$ cat src/hdl/esp_pkg.sv
// Purpose: constants and types for the soft write protect block
// Assumes: 13-bit array byte address, 8-bit serial bytes
// Notes: encodings of the serial command set live here, except the device byte fields and read/write bit coded in esp_swp_core
`default_nettype none
package esp_pkg;
  localparam int ADDR_W = 13;
  localparam int PAGE_W = 5;
  localparam logic [3:0] TYPE_ARRAY = 4'hA;
  localparam logic [3:0] TYPE_ID = 4'hB;
  localparam logic [1:0] SEL_LOCK = 2'h1;
  localparam logic [1:0] SEL_DSC = 2'h3;
  localparam int SWP_SEL_BIT = 7;
  localparam int SEL_HI = 3;
  localparam int SEL_LO = 2;
  localparam int LOCK_DATA_BIT = 1;
  localparam int PROT_EN_BIT = 3;
  localparam int SIZE_HI = 2;
  localparam int SIZE_LO = 1;
  localparam int LOCK_BIT = 0;
  localparam logic [1:0] SIZE_QUARTER = 2'h0;
  localparam logic [1:0] SIZE_HALF = 2'h1;
  localparam logic [1:0] SIZE_3QUARTER = 2'h2;
  localparam logic [ADDR_W-1:0] BASE_QUARTER = 13'h1800;
  localparam logic [ADDR_W-1:0] BASE_HALF = 13'h1000;
  localparam logic [ADDR_W-1:0] BASE_3QUARTER = 13'h0800;
  localparam logic [ADDR_W-1:0] BASE_WHOLE = 13'h0000;
  localparam logic [3:0] BYTE_BITS = 4'h8;
  localparam logic [3:0] FIRST_TX_BIT = 4'h1;
  localparam logic [7:0] IDLE_BYTE = 8'hFF;
  localparam logic [2:0] CNT_DEV = 3'h0;
  localparam logic [2:0] CNT_A0 = 3'h1;
  localparam logic [2:0] CNT_A1 = 3'h2;
  localparam logic [2:0] CNT_D1 = 3'h3;
  localparam logic [2:0] CNT_ONE = 3'h4;
  localparam logic [2:0] CNT_MORE = 3'h5;
  localparam logic [3:0] SWP_RST = 4'h0;
  localparam logic [2:0] DSC_RST = 3'h0;

  typedef enum logic [4:0] {
    ST_IDLE = 5'h01,
    ST_RX = 5'h02,
    ST_ACK = 5'h04,
    ST_TX = 5'h08,
    ST_MACK = 5'h10
  } esp_state_e;

  typedef struct packed {
    logic valid;
    logic [ADDR_W-1:0] addr;
    logic [7:0] data;
  } esp_mem_wr_s;

  function automatic logic esp_prot_hit(input logic [3:0] cfg, input logic [ADDR_W-1:0] a);
    logic [ADDR_W-1:0] base;
    base = BASE_WHOLE;
    unique case (cfg[SIZE_HI:SIZE_LO])
      SIZE_QUARTER: base = BASE_QUARTER;
      SIZE_HALF: base = BASE_HALF;
      SIZE_3QUARTER: base = BASE_3QUARTER;
      default: base = BASE_WHOLE;
    endcase
    return cfg[PROT_EN_BIT] && (a >= base);
  endfunction : esp_prot_hit
endpackage : esp_pkg
`default_nettype wire

$ cat src/hdl/esp_swp_core.sv
// Purpose: serial slave front end with soft write protect and select code registers
// Assumes: scl and sda are asynchronous pins, clk 25 MHz
// Notes: array storage and the timed write cycle sit outside; writes are offered on mem_wr
`default_nettype none
// Functional notes
// RULE1 - protect register is written by one-byte write with word address msb set
// RULE2 - data bits 7 to 4 of a protect register write are ignored
// RULE3 - more than one data byte abandons a register write, contents unchanged
// RULE4 - protect bit 3 enables protection of the selected block
// RULE5 - size field bits 2..1 pick quarter, half, three quarters or whole
// RULE6 - protected ranges start at 1800, 1000, 0800 or 0000 up to 1FFF
// RULE7 - writes into the protected block never change the array
// RULE8 - lock bit 0 freezes protect bits 3..0
// RULE9 - unused upper bits of both registers read zero
// RULE10 - select code written with type 1011 and word address A11 A10 equal 11
// RULE11 - after id page lock the select code stays frozen
// RULE12 - device address matches type 1010 or 1011 plus stored select code
// RULE13 - a read starts like a write with read/write bit set
// RULE14 - bit 0 picks direction; match acked low, mismatch goes to standby
// RULE15 - id lock uses type 1011, A11 A10 equal 01, data bit 1 set
// RULE16 - each received byte is acked low; stop starts the write
// RULE17 - protect register reads zeros above bit 3, repeating on multi-byte reads
// RULE18 - locked protect writes still handshake but change nothing
// RULE19 - both registers clear at reset and otherwise keep their values
module esp_swp_core (
  input wire logic clk,
  input wire logic rst_b,
  input wire logic scl_i,
  input wire logic sda_i,
  output logic sda_o,
  output logic sda_oe,
  output esp_pkg::esp_mem_wr_s mem_wr,
  output logic mem_wr_refused,
  output logic [7:0] protect_cfg,
  output logic [2:0] select_code_bits,
  output logic id_locked
);
  import esp_pkg::*;

  logic [2:0] scl_sync_r, scl_sync_nxt, sda_sync_r, sda_sync_nxt;
  logic scl_f_r, scl_f_nxt, sda_f_r, sda_f_nxt, scl_p_r, sda_p_r;
  logic rise, fall, start, stop;

  // three-stage sync; a level counts only once stages two and three agree
  always_comb begin
    scl_sync_nxt = {scl_sync_r[1:0], scl_i};
    sda_sync_nxt = {sda_sync_r[1:0], sda_i};
    scl_f_nxt = (scl_sync_r[1] == scl_sync_r[2]) ? scl_sync_r[2] : scl_f_r;
    sda_f_nxt = (sda_sync_r[1] == sda_sync_r[2]) ? sda_sync_r[2] : sda_f_r;
  end

  always_ff @(posedge clk) begin
    if (!rst_b) begin
      scl_sync_r <= 3'h7;
      sda_sync_r <= 3'h7;
      scl_f_r <= 1'b1;
      sda_f_r <= 1'b1;
      scl_p_r <= 1'b1;
      sda_p_r <= 1'b1;
    end else begin
      scl_sync_r <= scl_sync_nxt;
      sda_sync_r <= sda_sync_nxt;
      scl_f_r <= scl_f_nxt;
      sda_f_r <= sda_f_nxt;
      scl_p_r <= scl_f_r;
      sda_p_r <= sda_f_r;
    end
  end

  assign rise = scl_f_r & ~scl_p_r;
  assign fall = ~scl_f_r & scl_p_r;
  assign start = scl_f_r & scl_p_r & ~sda_f_r & sda_p_r;
  assign stop = scl_f_r & scl_p_r & sda_f_r & ~sda_p_r;

  esp_state_e st_r, st_nxt;
  logic [3:0] bit_r, bit_nxt;
  logic [2:0] cnt_r, cnt_nxt;
  logic [7:0] rx_r, rx_nxt, tx_r, tx_nxt, a0_r, a0_nxt, a1_r, a1_nxt, d_r, d_nxt;
  logic rd_r, rd_nxt, idsel_r, idsel_nxt, oe_r, oe_nxt;
  logic [3:0] swp_r, swp_nxt;
  logic [2:0] dsc_r, dsc_nxt;
  logic idlk_r, idlk_nxt;
  esp_mem_wr_s mw_r, mw_nxt;
  logic ref_r, ref_nxt;
  logic [7:0] rdata;
  logic [ADDR_W-1:0] arr_addr;
  logic dev_match, is_swp, is_dsc, is_lock;

  assign dev_match = ((rx_r[7:4] == TYPE_ARRAY) || (rx_r[7:4] == TYPE_ID))
                     && (rx_r[3:1] == dsc_r);                               // [RULE12]
  assign is_swp = !idsel_r && a0_r[SWP_SEL_BIT];                            // [RULE1]
  assign is_dsc = idsel_r && (a0_r[SEL_HI:SEL_LO] == SEL_DSC);             // [RULE10]
  assign is_lock = idsel_r && (a0_r[SEL_HI:SEL_LO] == SEL_LOCK);           // [RULE15]
  assign arr_addr = {a0_r[PAGE_W-1:0], a1_r};
  // the protect register loops on itself, so multi-byte reads repeat it
  assign rdata = is_swp ? {4'h0, swp_r}
                 : (is_dsc ? {5'h00, dsc_r} : IDLE_BYTE);                   // [RULE17] [RULE9]

  always_comb begin
    st_nxt = st_r;
    bit_nxt = bit_r;
    cnt_nxt = cnt_r;
    rx_nxt = rx_r;
    tx_nxt = tx_r;
    a0_nxt = a0_r;
    a1_nxt = a1_r;
    d_nxt = d_r;
    rd_nxt = rd_r;
    idsel_nxt = idsel_r;
    oe_nxt = oe_r;
    swp_nxt = swp_r;
    dsc_nxt = dsc_r;
    idlk_nxt = idlk_r;
    mw_nxt = '0;
    mw_nxt.addr = mw_r.addr;
    mw_nxt.data = mw_r.data;
    ref_nxt = 1'b0;
    if (start) begin
      st_nxt = ST_RX;
      bit_nxt = 4'h0;
      cnt_nxt = CNT_DEV;
      oe_nxt = 1'b0;
    end else if (stop) begin
      // register commands commit only at stop and only with exactly one data byte
      if (!rd_r && cnt_r == CNT_ONE) begin                                  // [RULE3] [RULE16]
        if (is_swp && !swp_r[LOCK_BIT])                                     // [RULE8] [RULE18]
          swp_nxt = d_r[3:0];                                               // [RULE2]
        if (is_dsc && !idlk_r)                                              // [RULE11]
          dsc_nxt = d_r[2:0];                                               // [RULE10]
        if (is_lock && d_r[LOCK_DATA_BIT])                                  // [RULE15]
          idlk_nxt = 1'b1;
      end
      st_nxt = ST_IDLE;
      oe_nxt = 1'b0;
    end else begin
      unique case (st_r)
        ST_IDLE: begin
        end
        ST_RX: begin
          if (rise) begin
            rx_nxt = {rx_r[6:0], sda_f_r};
            bit_nxt = bit_r + 4'h1;
          end else if (fall && bit_r == BYTE_BITS) begin
            bit_nxt = 4'h0;
            st_nxt = ST_ACK;
            oe_nxt = 1'b1;                                                  // [RULE16]
            if (cnt_r != CNT_MORE)
              cnt_nxt = cnt_r + 3'h1;
            unique case (cnt_r)
              CNT_DEV: begin
                if (dev_match) begin
                  rd_nxt = rx_r[0];                                         // [RULE14] [RULE13]
                  idsel_nxt = (rx_r[7:4] == TYPE_ID);
                end else begin
                  st_nxt = ST_IDLE;                                         // [RULE14]
                  oe_nxt = 1'b0;
                end
              end
              CNT_A0: a0_nxt = rx_r;
              CNT_A1: a1_nxt = rx_r;
              default: begin
                if (cnt_r == CNT_D1)
                  d_nxt = rx_r;
                if (!idsel_r && !a0_r[SWP_SEL_BIT]) begin
                  // protected writes are still acked, only the array is spared
                  if (esp_prot_hit(swp_r, arr_addr)) begin                  // [RULE4] [RULE5] [RULE6]
                    ref_nxt = 1'b1;                                         // [RULE7]
                  end else begin
                    mw_nxt.valid = 1'b1;
                    mw_nxt.addr = arr_addr;
                    mw_nxt.data = rx_r;
                  end
                  a1_nxt[PAGE_W-1:0] = a1_r[PAGE_W-1:0] + 5'h01;
                end
              end
            endcase
          end
        end
        ST_ACK, ST_MACK: begin
          if (st_r == ST_MACK && rise && sda_f_r) begin
            st_nxt = ST_IDLE;
          end else if (fall) begin
            if (rd_r) begin
              oe_nxt = ~rdata[7];
              tx_nxt = {rdata[6:0], 1'b0};
              bit_nxt = FIRST_TX_BIT;
              st_nxt = ST_TX;
            end else begin
              oe_nxt = 1'b0;
              st_nxt = ST_RX;
            end
          end
        end
        ST_TX: begin
          if (fall) begin
            if (bit_r == BYTE_BITS) begin
              oe_nxt = 1'b0;
              st_nxt = ST_MACK;
            end else begin
              oe_nxt = ~tx_r[7];
              tx_nxt = {tx_r[6:0], 1'b0};
              bit_nxt = bit_r + 4'h1;
            end
          end
        end
        default: begin
          st_nxt = ST_IDLE;
          oe_nxt = 1'b0;
        end
      endcase
    end
  end

  // nonvolatile content is modelled as flops cleared only by rst_b
  always_ff @(posedge clk) begin
    if (!rst_b) begin
      st_r <= ST_IDLE;
      bit_r <= 4'h0;
      cnt_r <= CNT_DEV;
      rx_r <= 8'h00;
      tx_r <= 8'h00;
      a0_r <= 8'h00;
      a1_r <= 8'h00;
      d_r <= 8'h00;
      rd_r <= 1'b0;
      idsel_r <= 1'b0;
      oe_r <= 1'b0;
      swp_r <= SWP_RST;                                                     // [RULE19]
      dsc_r <= DSC_RST;                                                     // [RULE19]
      idlk_r <= 1'b0;
      mw_r <= '0;
      ref_r <= 1'b0;
    end else begin
      st_r <= st_nxt;
      bit_r <= bit_nxt;
      cnt_r <= cnt_nxt;
      rx_r <= rx_nxt;
      tx_r <= tx_nxt;
      a0_r <= a0_nxt;
      a1_r <= a1_nxt;
      d_r <= d_nxt;
      rd_r <= rd_nxt;
      idsel_r <= idsel_nxt;
      oe_r <= oe_nxt;
      swp_r <= swp_nxt;
      dsc_r <= dsc_nxt;
      idlk_r <= idlk_nxt;
      mw_r <= mw_nxt;
      ref_r <= ref_nxt;
    end
  end

  // open drain: the pin is only ever pulled low
  assign sda_o = 1'b0;
  assign sda_oe = oe_r;
  assign mem_wr = mw_r;
  assign mem_wr_refused = ref_r;
  assign protect_cfg = {4'h0, swp_r};                                       // [RULE9]
  assign select_code_bits = dsc_r;
  assign id_locked = idlk_r;
endmodule : esp_swp_core
`default_nettype wire

$ cat config.mk
export PLATFORM = sky130hd
export DESIGN_NAME = esp_swp_core
export DESIGN_NICKNAME = d
export VERILOG_FILES = /design/src/hdl/esp_pkg.sv /design/src/hdl/esp_swp_core.sv
export SDC_FILE = /design/constraint.sdc
export NUM_CORES = 1
export LEC_CHECK = 0
export ABC_AREA = 1
export ABC_CLOCK_PERIOD_IN_PS = 2000
export BUFFER_PORTS_ARGS = -buffer_cell sky130_fd_sc_hd__buf_2
export CORE_AREA = 3 3 135 137
export CTS_BUF_LIST = sky130_fd_sc_hd__clkbuf_8
export DETAILED_ROUTE_END_ITERATION = 6
export DIE_AREA = 0 0 138 140
export PLACE_DENSITY = 0.52
export SETUP_SLACK_MARGIN = 0.4
export SLEW_MARGIN = 30
export SYNTH_ARGS = -nofsm -noshare
export SYNTH_HDL_FRONTEND = slang
export SYNTH_SLANG_ARGS = --single-unit
$ cat constraint.sdc
create_clock -name clk -period 2 [get_ports clk]
set_input_delay 0.4 -clock clk [delete_from_list [all_inputs] [get_ports clk]]
set_output_delay 0.4 -clock clk [all_outputs]
set_load 0.05 [all_outputs]
# After elaboration in Yosys (flattened, before gate mapping)
# Index checks and enable logic that the tools add are counted.
[totals]
wordCells = 186
input_bits = 4
out_inout_bits = 37
register_bits = 92
[op_classes]
muxes = 50
n_lt_le_gt_ge = 1
eq_ne = 36
addsub = 3
bitwise = 24
n_reduce_logical = 46
[ops]
columns = ["op", "count"]
rows = [
  ["13-bit two-way mux", 7],
  ["8-bit two-way mux", 7],
  ["13-bit one-hot mux with 3 select lines", 1],
  ["5-bit two-way mux", 7],
  ["4-bit two-way mux", 8],
  ["6-bit AND reduction", 5],
  ["8-bit AND reduction", 3],
  ["22-bit two-way mux", 1],
  ["7-bit AND reduction", 3],
  ["5-bit one-hot mux with 4 select lines", 1],
  ["1-bit NOT", 17],
  ["2-bit != test, second input constant", 8],
  ["4-bit != test, second input constant", 4],
  ["8-bit one-hot mux with 2 select lines", 1],
  ["4-bit AND reduction", 4],
  ["13-bit greater-or-equal comparator", 1],
  ["1-bit logical AND", 13],
  ["4-bit equality test, second input constant", 3],
  ["3-bit != test, second input constant", 4],
  ["4-bit one-hot mux with 3 select lines", 1],
  ["1-bit two-way mux", 10],
  ["5-bit one-hot mux with 2 select lines", 1],
  ["10-bit OR reduction", 1],
  ["1-bit bitwise AND", 7],
  ["other kinds (28)", 42],
]

# Longest topological paths before layout
[logic_depth]
word_depth = 13
mapped_depth = 12

# Worst setup path before layout
# No wires, ideal clock.
[synth_path]
path_type = "reg-to-reg"
start = "reg swp_r[1]"
end = "reg mw_r, in the netlist mem_wr[0]"
synth_period_minus_slack_ps = 1930
arrival_time_ps = 1813
n_path_buf = 1
setup_slack_ps = 70
setup_time_ps = 117
path_stages_with_launch = 11
cell_sequence = "dfxtp_1 -> inv_1 -> ha_1 -> nand2_1 -> nor3_1 -> nand3_1 -> nand2_1 -> nand2_1 -> buf_2 -> a21oi_1 -> nor2_1"
[synth_via]
elab_chain_len = 13
word_cells_on_any_way = 15
classes_between = "order compare: 1; eq/ne: 2; mux: 8; bitwise: 1; reduce/logical: 3"
[synth_rtl]
columns = ["item", "line_no", "text"]
rows = [
  ["from (decl)", "esp_swp_core.sv:80", "logic [3:0] swp_r, swp_nxt;"],
  ["from (signal assigned)", "esp_swp_core.sv:245", "swp_r <= swp_nxt;"],
  ["2-bit equality test, or another cell as far along", "esp_pkg.sv:56", "unique case (cfg[SIZE_HI:SIZE_LO])"],
  ["13-bit one-hot mux with 3 select lines (*)", "esp_pkg.sv:56", ""],
  ["13-bit two-way mux (*)", "esp_swp_core.sv:164", "if (!idsel_r && !a0_r[SWP_SEL_BIT]) begin"],
  ["13-bit two-way mux (*)", "esp_swp_core.sv:149", "unique case (cnt_r)"],
  ["13-bit two-way mux (*)", "esp_swp_core.sv:143", "end else if (fall && bit_r == BYTE_BITS) begin"],
  ["13-bit two-way mux (*)", "esp_swp_core.sv:140", "if (rise) begin"],
  ["13-bit two-way mux (*)", "esp_swp_core.sv:136", "unique case (st_r)"],
  ["13-bit two-way mux (*)", "esp_swp_core.sv:123", "end else if (stop) begin"],
  ["13-bit two-way mux (*)", "esp_swp_core.sv:118", "if (start) begin"],
  ["13-bit greater-or-equal comparator (*)", "esp_pkg.sv:62", "return cfg[PROT_EN_BIT] && (a >= base);"],
  ["1-bit logical AND (*)", "esp_pkg.sv:62", ""],
  ["1-bit NOT (no source line) (*)", "-", ""],
  ["8-bit AND reduction (no source line) (*)", "-", ""],
  ["to (signal assigned)", "esp_swp_core.sv:248", "mw_r <= mw_nxt;"],
  ["to (decl)", "esp_swp_core.sv:83", "esp_mem_wr_s mw_r, mw_nxt;"],
]
# Mark *: on every way between the ends. The rest lies on a longest branch, timed or not. The select of a mux whose other input is x is not followed.
# A chain may end at the register's enable or synchronous reset.

# Worst setup path after layout
[layout_path]
start = "reg bit_r[1]"
end = "reg mw_r, in the netlist mem_wr[18]"
[layout_via]
elab_chain_len = 3
[layout_rtl]
columns = ["item", "line_no", "text"]
rows = [
  ["from (decl)", "esp_swp_core.sv:76", "logic [3:0] bit_r, bit_nxt;"],
  ["from (signal assigned)", "esp_swp_core.sv:235", "bit_r <= bit_nxt;"],
  ["4-bit equality test", "esp_swp_core.sv:143", ""],
  ["1-bit logical AND", "esp_swp_core.sv:143", ""],
  ["8-bit AND reduction (no source line)", "-", ""],
]
# Every way passes these cells.

==> results.json <==
{
  "grt_pass1_vias": 3744,
  "cp-end-kind": "flop",
  "skew_ns": 0.0127,
  "cts_buffers": 9,
  "r2r_slack_ns": 0.33,
  "antenna_found_initial": 0,
  "wirelength_um": 12100,
  "num_antenna_cells": 0,
  "finalSetupTns_ns": 0,
  "powerDensity_mw_per_mm2": 665,
  "startpoint": "bit_r[1]",
  "rr_startpoint": "bit_r[1]",
  "gp_congestion": 0.833,
  "syn_area_sq_mm": 0.00428,
  "relSlewSlack_pct": 62.2,
  "first_pass_iters": 4,
  "startpoint_type": "flop",
  "cts.sinks": 89,
  "syn_inst": 589,
  "cp_cell_sequence": "inv_1, ha_1, nand3_2, inv_4, nand2_4, nor3_4, buf_4, clkbuf_16, nand3_1, nand2_1, nor2_1",
  "ys_types": 38,
  "fin_crit_ns": 1.67,
  "slowest_stage": "dfxtp_2",
  "synth_top_area_share_pct": 41.6,
  "num-fill-cells": 1864,
  "detail-route-antenna-nets": 0,
  "cts_tree": "built",
  "holdCritStartpoint": "sda_i",
  "worstRegToRegCells": 11,
  "drive_above_1_share_pct": 28.8,
  "synth_top_cell_by_area": "dfxtp_1",
  "die_y_um": 140,
  "hold_path_class": "in -> reg",
  "hold_end": "sda_sync_r[0]",
  "critPathMaxFanout": 10,
  "worst_slew_pin_slew_ns": 0.567,
  "grt_max_degree": 60,
  "hold-path-cell-count": 2,
  "grtUsageTotal_pct": 11.9,
  "dpl_worst_slack_ns": 0.176,
  "io_pins": 41,
  "slew_violations": 0,
  "critPathKind": "reg -> reg",
  "finalSetupViolations": 0,
  "synthTopCellsByArea": "dfxtp_1 42%, nand2_1 7.8%, nor2_1 7.7%",
  "ys_seq_elements": 89,
  "hpwlAfterDp_um": 7780,
  "path_clk_slew_ns": 0.09,
  "clkLatencyLatePin_ns": 0.38,
  "die_w_um": 138,
  "r2r_end": "mem_wr[18]",
  "die_area_sq_mm": 0.0193,
  "vias_per_cell": 4.54,
  "rsz0062_at_grt": "true",
  "max_cap_violations": 0,
  "power.leakage_nw": 2.30,
  "io_buffers": 35,
  "htree_levels": 3,
  "finalCritPeriodShare_pct": 83.5,
  "drc": 0,
  "status": "finished clean",
  "grt_pass1_wl_um": 19000,
  "core_area_sq_mm": 0.0172,
  "syn_to_final_growth_pct": 30.0,
  "rows": 48,
  "ir_worst_vdd_uv": 281,
  "root_buffer": "clkbuf_8",
  "synth.avg_cell_area_sq_um": 7.27,
  "drtIter0Drc": 210,
  "dp_cells": 840,
  "arrival_ns": 1.95,
  "ys_seq_area_share_pct": 41.6,
  "crit_path_max_incr_delay_ns": 0.33,
  "hold_violations": 0,
  "finalNetCount": 671,
  "start_util_pct": 24.9,
  "power_mw": 3.71,
  "post_drt_wl_per_cell_um": 13.7,
  "vias": 4021,
  "yosys_warnings": 0,
  "max_freq_ghz": 0.599,
  "layoutNonFillerInstCount": 885,
  "grt_overflow_total": 0,
  "crit_required_ns": 2.28,
  "clock_path_buffers": 2,
  "setup_ws_ns": 0.330
}
flip-flops by register name, summed over array words and instances (netlist names), 3 cells and up:
register,count
tx_r,7
rx_r,8
mem_wr,22
bit_r,4
a1_r,8
a0_r,6
d_r,4
scl_sync_r,3
cnt_r,3
st_r,5
swp_r,4
sda_sync_r,3
select_code_bits,3
how the worst max path moves through the flow:
stage	endpoint	slack [ns]	depth (start not counted)
after floorplan	mem_wr[0]	0.38	10
after global placement	a1_r[4]	0.13	9
after detailed placement	a1_r[4]	0.18	9
after CTS	mem_wr[5]	0.36	9
after global routing	a1_r[6]	0.22	7
final	mem_wr[18]	0.33	11
cell usage in the layout (no fill, tap or decap), types with 6 or more instances in the layout:
| cell type | n |
|---|---|
| nand3_1 | 38 |
| inv_1 | 51 |
| a211oi_1 | 9 |
| nand2_2 | 10 |
| o21ai_0 | 44 |
| buf_2 | 33 |
| nor2_1 | 72 |
| nor2_2 | 12 |
| ha_1 | 7 |
| dfxtp_2 | 11 |
| buf_6 | 7 |
| inv_4 | 7 |
| nor2_4 | 7 |
| buf_4 | 28 |
| dfxtp_4 | 6 |
| nand4_1 | 7 |
| nand2_1 | 79 |
| clkbuf_8 | 9 |
| o21ai_1 | 6 |
| nand3_2 | 9 |
| a21oi_1 | 55 |
| dfxtp_1 | 72 |
power breakdown:
part           switching, mW  leakage, nW  total (mW)  internal, mW
sequential            0.0665        0.726        1.92          1.85
clock                  0.691       0.0911        1.14         0.454
combinational          0.416         1.48       0.641         0.225
total                   1.17         2.30        3.71          2.53
metal layers:
layer / GRT usage, % / routed length (um) / share of wire, %
met1: 16.4 / 5860 / 48
met5: 0 / 0 / 0
met2: 17.9 / 5560 / 46
met4: 5.72 / 252 / 2.1
met3: 2.36 / 456 / 3.8
through the flow:
| step | area (sq um) | hold WS, ns | util, % |
|---|---|---|---|
| global placement | 4710 | 0.401 | 27.4 |
| detailed placement | 4710 | 0.405 | 27.4 |
| CTS | 5090 | 0.185 | 29.6 |
| global route | 5570 | 0.195 | 32.4 |
| finish | 5570 | 0.207 | 32.4 |
| floorplan | 4330 | 0.393 | - |
what timing repair did:
| action | CTS | global route |
|---|---|---|
| resized for setup | 43 | 71 |
| buffers inserted | 8 | 13 |
| hold endpoints to repair | 0 | 0 |
| setup endpoints to repair | 60 | 78 |
| pin swaps | 9 | 21 |
| gates cloned | 2 | 7 |
| hold buffers | 0 | 0 |
worst max-delay path: cells and delay by family, from the launching register on:
kind                     cells  cell delay (ns)
buffers and inverters        4             0.49
AND/OR/NAND/NOR              6             0.61
adder cells (fa/ha/maj)      1             0.16
flip-flops                   1             0.33
layout make-up:
class / count / area (sq um) / area share [%]
clock buffer: 9 / 124 / 2.22
clock inverter: 6 / 43.8 / 0.787
inverter: 64 / 258 / 4.63
timing repair buffer: 77 / 637 / 11.4
sequential: 89 / 1820 / 32.7
tap: 225 / 282 / 5.06
multi-input combinational: 415 / 2410 / 43.2
synthesized netlist by cell type:
cell type / number
a21oi_1: 59
clkbuf_1: 6
or2_2: 5
o211ai_1: 2
buf_6: 4
o21ai_0: 51
ha_1: 11
nand2_1: 89
o21a_1: 1
nor3_4: 3
dfxtp_1: 89
nor2_1: 88
nor4_1: 2
xor2_1: 4
nand3_2: 1
buf_1: 2
nand3_4: 1
a31oi_1: 2
nand2_2: 3
nor2_4: 2
nand3_1: 49
nand3b_1: 3
a211oi_1: 9
nand4_1: 7
conb_1: 1
nor2_2: 1
clkinv_1: 1
buf_2: 8
inv_1: 59
o22ai_1: 2
buf_4: 6
xnor2_1: 2
nor3_2: 2
a21boi_0: 1
nor3_1: 7
nor4_4: 1
o211ai_2: 1
inv_2: 4
cells by family after synthesis:
group	share of synthesized area [%]
simple gates	28.5
other cells	0.0876
compound gates	16.0
buf+inv	9.35
xor+xnor	1.23
fa+ha+maj	3.21
flops	41.6
(Power assumes the default switching activity.)
